`src/rpsf_pkg.sv`:
```
// Purpose: Shared constants for the redundant peer status flag bank
// Assumes: 200 MHz clock on clk_i
// Notes:   Mode codes select how the peer flags are treated
package rpsf_pkg;
    // Width of the peer error-detail word
    localparam int unsigned DETAIL_W = 16;
    // Width of the standby cancel code word
    localparam int unsigned CODE_W   = 16;
    // Reset value of every flag
    localparam logic        FLAG_RST = 1'b0;
    // Reset value of the standby cancel code word
    localparam logic [15:0] WORD_RST = 16'h0000;

    // Redundant pair operating modes
    typedef enum logic [1:0] {
        RPSF_STANDALONE = 2'b00,
        RPSF_BACKUP     = 2'b01,
        RPSF_SEPARATE   = 2'b10
    } rpsf_mode_e;
endpackage

```
`src/rpsf_bank.sv`:
```
`timescale 1ns/1ps
// Purpose: Peer status flag bank for a redundant CPU pair
// Assumes: Peer inputs are stable when end_of_scan_i pulses
// Notes:   Cancel request is edge triggered on the software flag
// Behaviour
// - Flags valid in backup; standalone reads zero
// - Summary flag set when detail word nonzero
// - Copy peer diagnostic error each scan end
// - Copy peer self-diagnostic error each scan end
// - Copy peer common info flag each scan end
// - Copy peer individual info flag each scan
// - Load code, raise request, standby clears error
module rpsf_bank
    import rpsf_pkg::*;
#(
    parameter int unsigned DW = rpsf_pkg::DETAIL_W,
    parameter int unsigned CW = rpsf_pkg::CODE_W
) (
    // Clock and reset
    input  wire logic                  clk_i,
    input  wire logic                  nrst_i,
    // Scan engine and mode
    input  wire logic                  end_of_scan_i,
    input  wire rpsf_pkg::rpsf_mode_e  mode_i,
    // Partner state across tracking link
    input  wire logic [DW-1:0]         peer_error_detail_word_i,
    input  wire logic                  local_diag_error_flag_i,
    input  wire logic                  local_selfdiag_error_flag_i,
    input  wire logic                  local_common_info_flag_i,
    input  wire logic                  local_individual_info_flag_i,
    // Software cancel request
    input  wire logic                  standby_cancel_request_flag_i,
    input  wire logic [CW-1:0]         standby_cancel_code_word_i,
    // Peer status flags
    output logic                       peer_flags_valid_o,
    output logic                       peer_error_summary_flag_o,
    output logic                       peer_diag_error_flag_o,
    output logic                       peer_selfdiag_error_flag_o,
    output logic                       peer_common_info_flag_o,
    output logic                       peer_individual_info_flag_o,
    // Clear command toward standby system
    output logic                       standby_clear_pulse_o,
    output logic [CW-1:0]              standby_clear_code_o
);
    import rpsf_pkg::*;

    logic          valid_r, valid_nxt;
    logic          sum_r, sum_nxt;
    logic          diag_r, diag_nxt;
    logic          sdiag_r, sdiag_nxt;
    logic          comm_r, comm_nxt;
    logic          indiv_r, indiv_nxt;
    logic          clr_r, clr_nxt;
    logic [CW-1:0] code_r, code_nxt;
    logic          req_rise;

    // Edge detector on the software request
    rpsf_rise u_req_rise (
        .clk_i   (clk_i),
        .nrst_i  (nrst_i),
        .level_i (standby_cancel_request_flag_i),
        .pulse_o (req_rise)
    );

    // Next values of the flag bank
    always_comb begin
        valid_nxt = (mode_i == RPSF_BACKUP);
        sum_nxt   = sum_r;
        diag_nxt  = diag_r;
        sdiag_nxt = sdiag_r;
        comm_nxt  = comm_r;
        indiv_nxt = indiv_r;
        if (mode_i == RPSF_STANDALONE) begin
            sum_nxt   = FLAG_RST;
            diag_nxt  = FLAG_RST;
            sdiag_nxt = FLAG_RST;
            comm_nxt  = FLAG_RST;
            indiv_nxt = FLAG_RST;
        end else if (end_of_scan_i) begin
            sum_nxt   = |peer_error_detail_word_i;
            diag_nxt  = local_diag_error_flag_i;
            sdiag_nxt = local_selfdiag_error_flag_i;
            comm_nxt  = local_common_info_flag_i;
            indiv_nxt = local_individual_info_flag_i;
        end
    end

    // Next values of the clear command
    always_comb begin
        clr_nxt  = 1'b0;
        code_nxt = code_r;
        if (req_rise && mode_i != RPSF_STANDALONE) begin
            clr_nxt  = 1'b1;
            code_nxt = standby_cancel_code_word_i;
        end
    end

    // Register everything
    always_ff @(posedge clk_i) begin
        if (!nrst_i) begin
            valid_r <= FLAG_RST;
            sum_r   <= FLAG_RST;
            diag_r  <= FLAG_RST;
            sdiag_r <= FLAG_RST;
            comm_r  <= FLAG_RST;
            indiv_r <= FLAG_RST;
            clr_r   <= FLAG_RST;
            code_r  <= CW'(WORD_RST);
        end else begin
            valid_r <= valid_nxt;
            sum_r   <= sum_nxt;
            diag_r  <= diag_nxt;
            sdiag_r <= sdiag_nxt;
            comm_r  <= comm_nxt;
            indiv_r <= indiv_nxt;
            clr_r   <= clr_nxt;
            code_r  <= code_nxt;
        end
    end

    assign peer_flags_valid_o          = valid_r;
    assign peer_error_summary_flag_o   = sum_r;
    assign peer_diag_error_flag_o      = diag_r;
    assign peer_selfdiag_error_flag_o  = sdiag_r;
    assign peer_common_info_flag_o     = comm_r;
    assign peer_individual_info_flag_o = indiv_r;
    assign standby_clear_pulse_o       = clr_r;
    assign standby_clear_code_o        = code_r;

    // Reset clears every output, so no stale peer state survives it
    AST_RESET_ZERO: assert property (
        @(posedge clk_i)
        !nrst_i |=> !valid_r && !sum_r && !diag_r && !sdiag_r && !comm_r
            && !indiv_r && !clr_r && code_r == CW'(WORD_RST))
        else $error("outputs not cleared by reset");

    // Mode handling
    AST_STANDALONE_ZERO: assert property (
        @(posedge clk_i) disable iff (!nrst_i)
        mode_i == RPSF_STANDALONE |=> !sum_r && !diag_r && !sdiag_r
            && !comm_r && !indiv_r)
        else $error("flags not zero in standalone");
    AST_VALID_BACKUP: assert property (
        @(posedge clk_i) disable iff (!nrst_i)
        1'b1 |=> valid_r == ($past(mode_i) == RPSF_BACKUP))
        else $error("valid flag wrong");
    AST_STANDALONE_NO_CLEAR: assert property (
        @(posedge clk_i) disable iff (!nrst_i)
        mode_i == RPSF_STANDALONE |=> !clr_r)
        else $error("clear issued in standalone");

    // Scan-end copies of the partner state
    AST_SUMMARY: assert property (
        @(posedge clk_i) disable iff (!nrst_i)
        end_of_scan_i && mode_i != RPSF_STANDALONE
        |=> sum_r == (|$past(peer_error_detail_word_i)))
        else $error("summary flag wrong");
    AST_DIAG: assert property (
        @(posedge clk_i) disable iff (!nrst_i)
        end_of_scan_i && mode_i != RPSF_STANDALONE
        |=> diag_r == $past(local_diag_error_flag_i))
        else $error("diag copy wrong");
    AST_SDIAG: assert property (
        @(posedge clk_i) disable iff (!nrst_i)
        end_of_scan_i && mode_i != RPSF_STANDALONE
        |=> sdiag_r == $past(local_selfdiag_error_flag_i))
        else $error("selfdiag copy wrong");
    AST_COMM: assert property (
        @(posedge clk_i) disable iff (!nrst_i)
        end_of_scan_i && mode_i != RPSF_STANDALONE
        |=> comm_r == $past(local_common_info_flag_i))
        else $error("common info copy wrong");
    AST_INDIV_COPY: assert property (
        @(posedge clk_i) disable iff (!nrst_i)
        end_of_scan_i && mode_i != RPSF_STANDALONE
        |=> indiv_r == $past(local_individual_info_flag_i))
        else $error("individual info copy wrong");

    // Flags hold between scan ends outside standalone mode
    AST_SUM_HOLD: assert property (
        @(posedge clk_i) disable iff (!nrst_i)
        !end_of_scan_i && mode_i != RPSF_STANDALONE |=> $stable(sum_r))
        else $error("summary flag moved off scan end");
    AST_DIAG_HOLD: assert property (
        @(posedge clk_i) disable iff (!nrst_i)
        !end_of_scan_i && mode_i != RPSF_STANDALONE |=> $stable(diag_r))
        else $error("diag flag moved off scan end");
    AST_SDIAG_HOLD: assert property (
        @(posedge clk_i) disable iff (!nrst_i)
        !end_of_scan_i && mode_i != RPSF_STANDALONE |=> $stable(sdiag_r))
        else $error("selfdiag flag moved off scan end");
    AST_COMM_HOLD: assert property (
        @(posedge clk_i) disable iff (!nrst_i)
        !end_of_scan_i && mode_i != RPSF_STANDALONE |=> $stable(comm_r))
        else $error("common info flag moved off scan end");
    AST_INDIV: assert property (
        @(posedge clk_i) disable iff (!nrst_i)
        !end_of_scan_i && mode_i != RPSF_STANDALONE
        |=> $stable(indiv_r))
        else $error("individual flag moved off scan end");

    // Cancel request toward the standby system
    AST_CLEAR_CODE: assert property (
        @(posedge clk_i) disable iff (!nrst_i)
        $rose(standby_cancel_request_flag_i) && mode_i != RPSF_STANDALONE
        ##1 mode_i != RPSF_STANDALONE
        |=> clr_r && code_r == $past(standby_cancel_code_word_i))
        else $error("cancel not issued with code");
    AST_CODE_WITH_PULSE: assert property (
        @(posedge clk_i) disable iff (!nrst_i)
        clr_r |-> code_r == $past(standby_cancel_code_word_i))
        else $error("clear code not the requested one");
    AST_CODE_HOLDS: assert property (
        @(posedge clk_i) disable iff (!nrst_i)
        1'b1 |=> clr_r || $stable(code_r))
        else $error("clear code moved without a clear");
    AST_NO_REPEAT: assert property (
        @(posedge clk_i) disable iff (!nrst_i)
        clr_r |=> !clr_r)
        else $error("repeated clear");
    AST_RISE_ONLY: assert property (
        @(posedge clk_i) disable iff (!nrst_i)
        clr_r && $past(nrst_i, 3)
        |-> $past(standby_cancel_request_flag_i, 2)
            && !$past(standby_cancel_request_flag_i, 3))
        else $error("clear without a request edge");
    AST_HELD_NO_CLEAR: assert property (
        @(posedge clk_i) disable iff (!nrst_i)
        $past(nrst_i, 3) && $past(standby_cancel_request_flag_i, 2)
            && $past(standby_cancel_request_flag_i, 3) |-> !clr_r)
        else $error("held request cleared again");
endmodule // rpsf_bank

```
`src/rpsf_rise.sv`:
```
`timescale 1ns/1ps
// Purpose: Rising-edge detector for a same-clock level
// Assumes: Input is already synchronous to clk_i
// Notes:   Pulse is one cycle wide, registered
module rpsf_rise (
    // Clock and reset
    input  wire logic clk_i,
    input  wire logic nrst_i,
    // Level in, pulse out
    input  wire logic level_i,
    output logic      pulse_o
);
    import rpsf_pkg::*;

    logic prev_r;
    logic prev_nxt;
    logic pulse_r;
    logic pulse_nxt;

    // Compare current level with last cycle
    always_comb begin
        prev_nxt  = level_i;
        pulse_nxt = level_i & ~prev_r;
    end

    // Register history and pulse
    always_ff @(posedge clk_i) begin
        if (!nrst_i) begin
            prev_r  <= FLAG_RST;
            pulse_r <= FLAG_RST;
        end else begin
            prev_r  <= prev_nxt;
            pulse_r <= pulse_nxt;
        end
    end

    assign pulse_o = pulse_r;
endmodule // rpsf_rise

```
`config.mk`:
```
export PLATFORM = sky130hd
export DESIGN_NAME = rpsf_bank
export DESIGN_NICKNAME = d
export VERILOG_FILES = /design/src/rpsf_pkg.sv /design/src/rpsf_bank.sv /design/src/rpsf_rise.sv
export SDC_FILE = /design/constraint.sdc
export NUM_CORES = 1
export LEC_CHECK = 0
export ABC_AREA = 1
export CAP_MARGIN = 20
export CORE_AREA = 2 2 60 62
export DETAILED_ROUTE_END_ITERATION = 6
export DIE_AREA = 0 0 62 64
export DONT_BUFFER_PORTS = 1
export GPL_ROUTABILITY_DRIVEN = 1
export PLACE_DENSITY = 0.54
export SYNTH_ARGS = -nofsm -noshare
export SYNTH_HDL_FRONTEND = slang
export SYNTH_SLANG_ARGS = --single-unit
```
`constraint.sdc`:
```
create_clock -name clk_i -period 1.25 [get_ports clk_i]
set_input_delay 0.125 -clock clk_i [delete_from_list [all_inputs] [get_ports clk_i]]
set_output_delay 0.125 -clock clk_i [all_outputs]
set_load 0.01 [all_outputs]
```
==> flow_summary.toml, run 1 <==
[place]
io_buffers = 0
dp.cells = 162
dp_hpwl_mm = 1.57
place.gp.congestion = 0.624
dpl_worst_slack_ns = 0.368

[finish]
final_cell_mix = "nor2_1, dfxtp_1, dlygate4sd3_1"
final_common_cell = "nor2_1"
stdcell_count = 190
drive_gt1_share_pct = 9.72
nNetsFinal = 187
fin_util_pct = 38.2
area_delta_synth_final_pct = 30.6
diodes = 0

[worst_setup_path]
path_class = "in2reg"
critPathCaptureType = "flop"
crit_fanout = 18
startpoint_type = "input port"
crit_arrival_ns = 1.32
required_ns = 1.51

[synthesis]
avgSynthCellArea_um2 = 8.00
synth_xor_area_share_pct = 0
synthMuxAreaShare_pct = 4.69
ys_seq_area_share_pct = 52.2
syn_nets = 162
synth_seq_cells = 25
synth_compound_area_share_pct = 8.34
synth_adder_area_share_pct = 0
synth_area_um2 = 960
synth_warnings = 0
syn_inst = 120
yosys.area_share.simple_pct = 27.1
synth_top_family_by_area = "simple AND/OR/NAND/NOR gates"
ys_types = 16

[pwr]
power_mw = 1.42
irDropWorstVdd_uv = 813
p_per_area_mw_per_mm2 = 1140
leakage_nw = 0.537

[global_routing]
grt_usage_pct = 10.9
grt_max_degree = 19
grt_antenna_before_repair = 0
grt_overflow = 0
grt_pass1_vias = 800
grt_pass1_wl_mm = 3.26

[route]
drt_iter0_drc = 12
met2_length_mm = 1.15
via_count = 842
avgRoutedWirePerCell_um = 11.4
topRoutingLayerUsed = "met3"
via_per_inst = 4.43
wl_met1_um = 741
drt-total-wl_mm = 2.17
detail_route.first_pass.iterations = 2
drc = 0
ant_nets = 0
dr_wl_met3_um = 281

[clock_network]
cts_sinks = 25
cts_made_buffers = 3
cts_buffer_depth = 2
htreeDepth = 1
clk_latency_ns = 0.31
cts_tree = "yes"
cts-root-buf = "clkbuf_4"
cts.reportedPaths.clkPinSlew_ns = 0.14
post_cts_buffers = 0

[timing]
rsz0062_at_grt = "no"
setup_ws_ns = 0.188
max-slew-margin-rel_pct = 63.8
worstMarginPinSlew_ns = 0.542
drv_slew = 0
setup_tns_ns = 0
final-setup-viol-count = 0
final.period_utilization_pct = 85.0
max_freq_mhz = 941
post-route-min-period_ns = 1.06
finalHoldViolations = 0
clock_skew_ns = 0.00727

[floorplanning]
die_height_um = 64
die-width_um = 62
row_count = 21
start_util_pct = 29.2
core_mm2 = 0.00328
die_area_mm2 = 0.00397
top_level_ports = 65

[flow_run]
cap_violations = 0

[outcome]
status = "finished, final reports clean"

[worst_hold_path]
hold_path.class = "in2reg"
==> registers in the layout (all words and copies together), names as in the netlist <==
| signal | count |
|---|---|
| standby_clear_code_o | 16 |
| peer_common_info_flag_o | 1 |
| peer_diag_error_flag_o | 1 |
| peer_error_summary_flag_o | 1 |
| peer_flags_valid_o | 1 |
| peer_individual_info_flag_o | 1 |
| peer_selfdiag_error_flag_o | 1 |
| standby_clear_pulse_o | 1 |
| u_req_rise.prev_r | 1 |
| u_req_rise.pulse_o | 1 |
==> per-stage QoR <==
step	cell area, um^2	hold WS [ns]
floorplan	960	0.197
global placement	986	0.198
detailed placement	986	0.199
CTS	1220	0.0000519
global route	1250	0.00523
finish	1250	0.0229
==> cells by family (layout without fill, tap and decap cells) <==
kind of cell    after synthesis  count (layout)
simple gates                 61              61
mux                           4               4
buf+inv                      14              38
flops                        25              25
compound gates               16              16
==> routing by layer <==
metal / global-route usage (%) / up-vias
met5: 0 / -
met4: 1.60 / 0
met3: 6.68 / 0
met2: 20.6 / 56
met1: 9.50 / 369
li1: - / 417
==> path summary, 6_finish.rpt <==
kind         slack [ns]                           from  depth (start not counted)                                endpoint
min reg2reg        0.39   u_req_rise.prev_r$_SDFF_PN0_                          1           u_req_rise.pulse_o$_SDFF_PN0_
max                0.19                         nrst_i                          3   standby_clear_code_o[14]$_SDFFE_PN0P_
min                0.02                         nrst_i                          4  peer_error_summary_flag_o$_SDFFE_PP0P_
max reg2reg        0.33  u_req_rise.pulse_o$_SDFF_PN0_                          4   standby_clear_code_o[14]$_SDFFE_PN0P_
==> cell usage after synthesis (all sizes together) <==
cell type  number  share of area, %
buf             4               3.3
dfxtp          25                52
inv            10               4.4
mux2            4               4.7
nand2          13               6.8
nand3           1              0.52
nor2           45                18
nor3            1              0.52
o21ai          16               8.3
or2             1              0.91
==> critical path, cell delays in order <==
cell and delay, ns:
dlygate4sd3_1 0.88, o21ai_0 0.18, nor2_1 0.13
==> report_power, final <==
| part | switching, mW | total, mW | internal (mW) |
|---|---|---|---|
| logic | 0.0779 | 0.178 | 0.0998 |
| clock network | 0.233 | 0.353 | 0.120 |
| registers | 0.0509 | 0.893 | 0.843 |
==> area by class of cell <==
class / count / area (um^2)
sequential: 25 / 500
tap: 46 / 57.6
timing repair buffer: 24 / 240
fill: 337 / 2030
inverter: 10 / 42.5
clock inverter: 1 / 5.00
multi-input combinational: 81 / 385
clock buffer: 3 / 22.5
==> what timing repair did <==
item | CTS | global route
hold endpoints to repair | 21 | 2
hold buffers | 21 | 3
gates resized for setup | 0 | 0
No activity file was read; power rests on OpenSTA's default activity.
==> run 2, diff against run 1 <==
==> constraint.sdc (replaced) <==
create_clock -name clk_i -period 1.09 [get_ports clk_i]
set_input_delay 0.109 -clock clk_i [delete_from_list [all_inputs] [get_ports clk_i]]
set_output_delay 0.109 -clock clk_i [all_outputs]
set_load 0.01 [all_outputs]
==> run 2 against run 1 <==
Net effect:
- cell count up 1.6%
- design area up 2.6%
- sequential cell count unchanged
- die area unchanged
- non-clock buffer count up 3
- combinational power up 19%
- hold slack worse by 0.0055 ns
- sequential share of layout area down 1.0 points
- critical path type unchanged
- largest power group unchanged
- highest routed layer unchanged
==> flow_summary.toml, run 2 (synthesis results as in run 1) <==
[pwr]
leakage_nw = 0.557
irDropWorstVdd_uv = 899
p_per_area_mw_per_mm2 = 1280

[worst_setup_path]
reg2reg_slack_ns = 0.18
cpMostUsedCell = "dlygate4sd3_1"
critPathCaptureType = "flop"
required_ns = 1.35
slowest_stage = "dlygate4sd3_1"
startpoint_type = "input port"
crit_fanout = 2
r2r_end = "standby_clear_code_o[14]$_SDFFE_PN0P_"
cp_cell_sequence = "dlygate4sd3_1, nor2_1, dlygate4sd3_1"
r2r_cells = 4
path_class = "in2reg"
crit_arrival_ns = 1.28
max_stage_delay_ns = 0.54
critical_path.startpoint = "mode_i[1]"
r2r_start = "u_req_rise.pulse_o$_SDFF_PN0_"
critPathCapture = "peer_flags_valid_o$_SDFF_PN0_"

[global_routing]
grt_pass1_wl_mm = 3.39
grt_usage_pct = 11.4
grt_max_degree = 19
grt_antenna_before_repair = 0
grt_pass1_vias = 830
grt_overflow = 0

[floorplanning]
top_level_ports = 65
die-width_um = 62
row_count = 21
start_util_pct = 29.2
core_mm2 = 0.00328
die_area_mm2 = 0.00397
die_height_um = 64

[place]
dp_hpwl_mm = 1.57
dpl_worst_slack_ns = 0.208
io_buffers = 0
place.gp.congestion = 0.624
dp.cells = 162
placed_area_um2 = 986

[finish]
area_delta_synth_final_pct = 34.0
diodes = 0
final_common_cell = "nor2_1"
stdcell_area_mm2 = 0.00129
drive_gt1_share_pct = 9.52
largest_reg_flops = 16
stdcell_count = 193
final_cell_mix = "nor2_1, dlygate4sd3_1, dfxtp_1"
nNetsFinal = 190

[route]
ant_nets = 0
avgRoutedWirePerCell_um = 11.5
via_per_inst = 4.38
drt_iter0_drc = 13
via_count = 846
drc = 0
detail_route.first_pass.iterations = 2
drt-total-wl_mm = 2.21

[clock_network]
post_cts_buffers = 0
cts-root-buf = "clkbuf_4"
cts_buffer_depth = 2
cts_made_buffers = 3
cts.reportedPaths.clkPinSlew_ns = 0.13
cts_tree = "yes"
htreeDepth = 1
clk_latency_ns = 0.31
cts_sinks = 25

[timing]
setup_tns_ns = 0
max-slew-margin-rel_pct = 66.6
rsz0062_at_grt = "no"
max_freq_mhz = 984
post-route-min-period_ns = 1.02
final-setup-viol-count = 0
drv_slew = 0
setup_ws_ns = 0.0740
final.period_utilization_pct = 93.2
finalHoldViolations = 0
clock_skew_ns = 0.00677
worstMarginPinSlew_ns = 0.501

[worst_hold_path]
hold_path.class = "in2reg"
hp-start = "local_common_info_flag_i"

[outcome]
status = "finished, final reports clean"

[flow_run]
cap_violations = 0
## run 2: cell type report
type	count	area [um^2]
Sequential cell	25	500
Inverter	10	42.5
Timing Repair Buffer	27	273
Multi-Input combinational cell	81	385
Clock inverter	1	5.00
Clock buffer	3	22.5
Fill cell	336	2000
Tap cell	46	57.6
## run 2: where the power goes
group          total [mW]  internal, mW  switching (mW)
clock network       0.406         0.137           0.269
registers            1.02         0.966          0.0587
logic               0.212         0.122          0.0896
total                1.64          1.23           0.417
## run 2: worst min-delay path by stage
stage                                              end  slack, ns  depth (start not counted)
5_1_grt        peer_selfdiag_error_flag_o$_SDFFE_PP0P_      0.002                          3
2_1_floorplan            peer_flags_valid_o$_SDFF_PN0_       0.18                          1
3_3_place_gp             peer_flags_valid_o$_SDFF_PN0_       0.18                          1
4_1_cts        peer_selfdiag_error_flag_o$_SDFFE_PP0P_      0.001                          3
6_report          peer_common_info_flag_o$_SDFFE_PP0P_       0.02                          3
3_5_place_dp             peer_flags_valid_o$_SDFF_PN0_       0.18                          1
## run 2: per-layer routing
layer,global-route usage [%],wire (um),vias to the layer above
met5,0,0,-
met4,1.60,0,0
met3,6.68,285,0
met2,21.9,1170,56
met1,9.75,752,367
li1,-,-,423
## run 2: what timing repair did
item | in CTS | in global routing
hold endpoints to repair | 22 | 2
hold buffers | 25 | 2
gates resized for setup | 0 | 1
endpoints found under the setup margin | 0 | 14
## run 2: critical path, delay by kind of cell
kind | cells | cell delay (ns)
buffers and inverters | 2 | 1.08
and+or+nand+nor | 1 | 0.09
## run 2: per-stage QoR
stage | hold WS [ns] | util, % | total power [mW]
global placement | 0.182 | 30.0 | 1.17
detailed placement | 0.183 | 30.0 | 1.18
CTS | 0.00117 | 38.5 | 1.66
finish | 0.0175 | 39.2 | 1.64
global route | 0.00177 | 39.2 | 1.76
floorplan | 0.181 | - | 1.16
==> run 3, diff against run 2 <==
--- a/config.mk
+++ b/config.mk
@@ -13,6 +13,7 @@
 export DONT_BUFFER_PORTS = 1
 export GPL_ROUTABILITY_DRIVEN = 1
 export PLACE_DENSITY = 0.54
+export RECOVER_POWER = 100
 export SYNTH_ARGS = -nofsm -noshare
 export SYNTH_HDL_FRONTEND = slang
 export SYNTH_SLANG_ARGS = --single-unit
==> run 3 against run 2 <==
Net effect:
- cell count unchanged
- die area stayed put
- setup slack improved by 0.0020 ns
- highest routed layer unchanged
==> flow_summary.toml, run 3 (synthesis results as in run 1) <==
[outcome]
status = "finished, final reports clean"

[floorplanning]
die_height_um = 64
row_count = 21
die-width_um = 62
top_level_ports = 65
start_util_pct = 29.2
die_area_mm2 = 0.00397
core_mm2 = 0.00328

[clock_network]
cts.reportedPaths.clkPinSlew_ns = 0.13
htreeDepth = 1
cts_made_buffers = 3
cts_sinks = 25
cts_tree = "yes"
cts-root-buf = "clkbuf_4"
clk_latency_ns = 0.32
cts_buffer_depth = 2
post_cts_buffers = 0

[place]
dp_hpwl_mm = 1.57
io_buffers = 0
dpl_worst_slack_ns = 0.208
placed_area_um2 = 986
place.gp.congestion = 0.624
dp.cells = 162

[pwr]
p_per_area_mw_per_mm2 = 1290
leakage_nw = 0.557
irDropWorstVdd_uv = 908

[timing]
rsz0062_at_grt = "no"
finalHoldViolations = 0
final.period_utilization_pct = 93.0
drv_slew = 0
max_freq_mhz = 986
worstMarginPinSlew_ns = 0.501
hold_slack_ns = 0.0155
max-slew-margin-rel_pct = 66.6
setup_ws_ns = 0.0760
final-setup-viol-count = 0
post-route-min-period_ns = 1.01
clock_skew_ns = 0.00898
setup_tns_ns = 0

[worst_setup_path]
cpMostUsedCell = "dlygate4sd3_1"
startpoint_type = "input port"
max_stage_delay_ns = 0.54
crit_fanout = 2
required_ns = 1.36
cp_cell_sequence = "dlygate4sd3_1, nor2_1, dlygate4sd3_1"
critPathBufInv = 2
path_class = "in2reg"
crit_arrival_ns = 1.28
slowest_stage = "dlygate4sd3_1"
path_delay_family = "buffers and inverters"
critPathCaptureType = "flop"

[finish]
final_cell_mix = "nor2_1, dlygate4sd3_1, dfxtp_1"
multiInputGateArea_um2 = 380
drive_gt1_share_pct = 8.16
final_common_cell = "nor2_1"
area_delta_synth_final_pct = 33.2
nNetsFinal = 190
stdcell_count = 193
stdcell_area_mm2 = 0.00128
largest_reg_flops = 16
fillerInstances = 339
seqCellArea_um2 = 500
diodes = 0

[route]
ant_nets = 0
avgRoutedWirePerCell_um = 11.5
via_per_inst = 4.39
drc = 0
drt_iter0_drc = 14
detail_route.first_pass.iterations = 2
via_count = 848
drt-total-wl_mm = 2.23

[global_routing]
grt_pass1_wl_mm = 3.39
grt-busiest-layer = "met2"
grt_use_met3_pct = 6.68
grt_pass1_vias = 830
grt_use_met2_pct = 21.9
grt_usage_pct = 11.4
grt_max_degree = 19
grt_antenna_before_repair = 0
use_met1_pct = 9.75
grt_overflow = 0

[worst_hold_path]
hold_path.class = "in2reg"

[flow_run]
cap_violations = 0
run 3: changes by cell type in the layout (fill, tap and decap cells not counted):
cell and delta:
nor2_2 -2, inv_4 +1, nor2_1 +2, inv_6 -1
run 3: stage by stage:
stage          power, mW  util, %
3_5_place_dp        1.18     30.0
5_1_grt             1.76     38.9
4_1_cts             1.66     38.5
2_1_floorplan       1.16        -
3_3_place_gp        1.17     30.0
6_report            1.65     38.9
run 3: worst register-to-register path: cells and delay by family (launching register included):
kind,cells,cell delay [ns]
DFF,1,0.43
and+or+nand+nor,3,0.28
buffers and inverters,1,0.16
run 3: routing by layer:
metal / vias to the layer above / routed length (um)
li1: 422 / -
met5: - / 0
met2: 56 / 1180
met4: 0 / 0
met1: 370 / 761
met3: 0 / 287
run 3: final timing paths:
| kind | startpoint | to | slack [ns] | cells after the start |
|---|---|---|---|---|
| worst max-delay path | mode_i[1] | peer_flags_valid_o$_SDFF_PN0_ | 0.08 | 3 |
| worst min-delay path | local_common_info_flag_i | peer_common_info_flag_o$_SDFFE_PP0P_ | 0.02 | 3 |
| worst max register to register | u_req_rise.pulse_o$_SDFF_PN0_ | standby_clear_code_o[14]$_SDFFE_PN0P_ | 0.15 | 4 |
| worst min register to register | u_req_rise.prev_r$_SDFF_PN0_ | u_req_rise.pulse_o$_SDFF_PN0_ | 0.39 | 1 |
run 3: timing repair:
action | in CTS | in global routing
hold endpoints to repair | 22 | 2
setup endpoints to repair | 0 | 14
hold buffers | 25 | 2
resized for setup | 0 | 1
run 3: area by class of cell:
class | count | share of cell area (%)
clock inverter | 1 | 0.391
timing repair buffer | 27 | 21.3
multi-input combinational | 81 | 29.7
inverter | 10 | 3.13
sequential | 25 | 39.1
tap | 46 | 4.50
clock buffer | 3 | 1.76
run 3: report_power, final:
part	internal [mW]	total [mW]	leakage (nW)	switching, mW
clock	0.137	0.412	0.0177	0.274
sequential	0.966	1.02	0.205	0.0581
combinational	0.120	0.209	0.334	0.0885
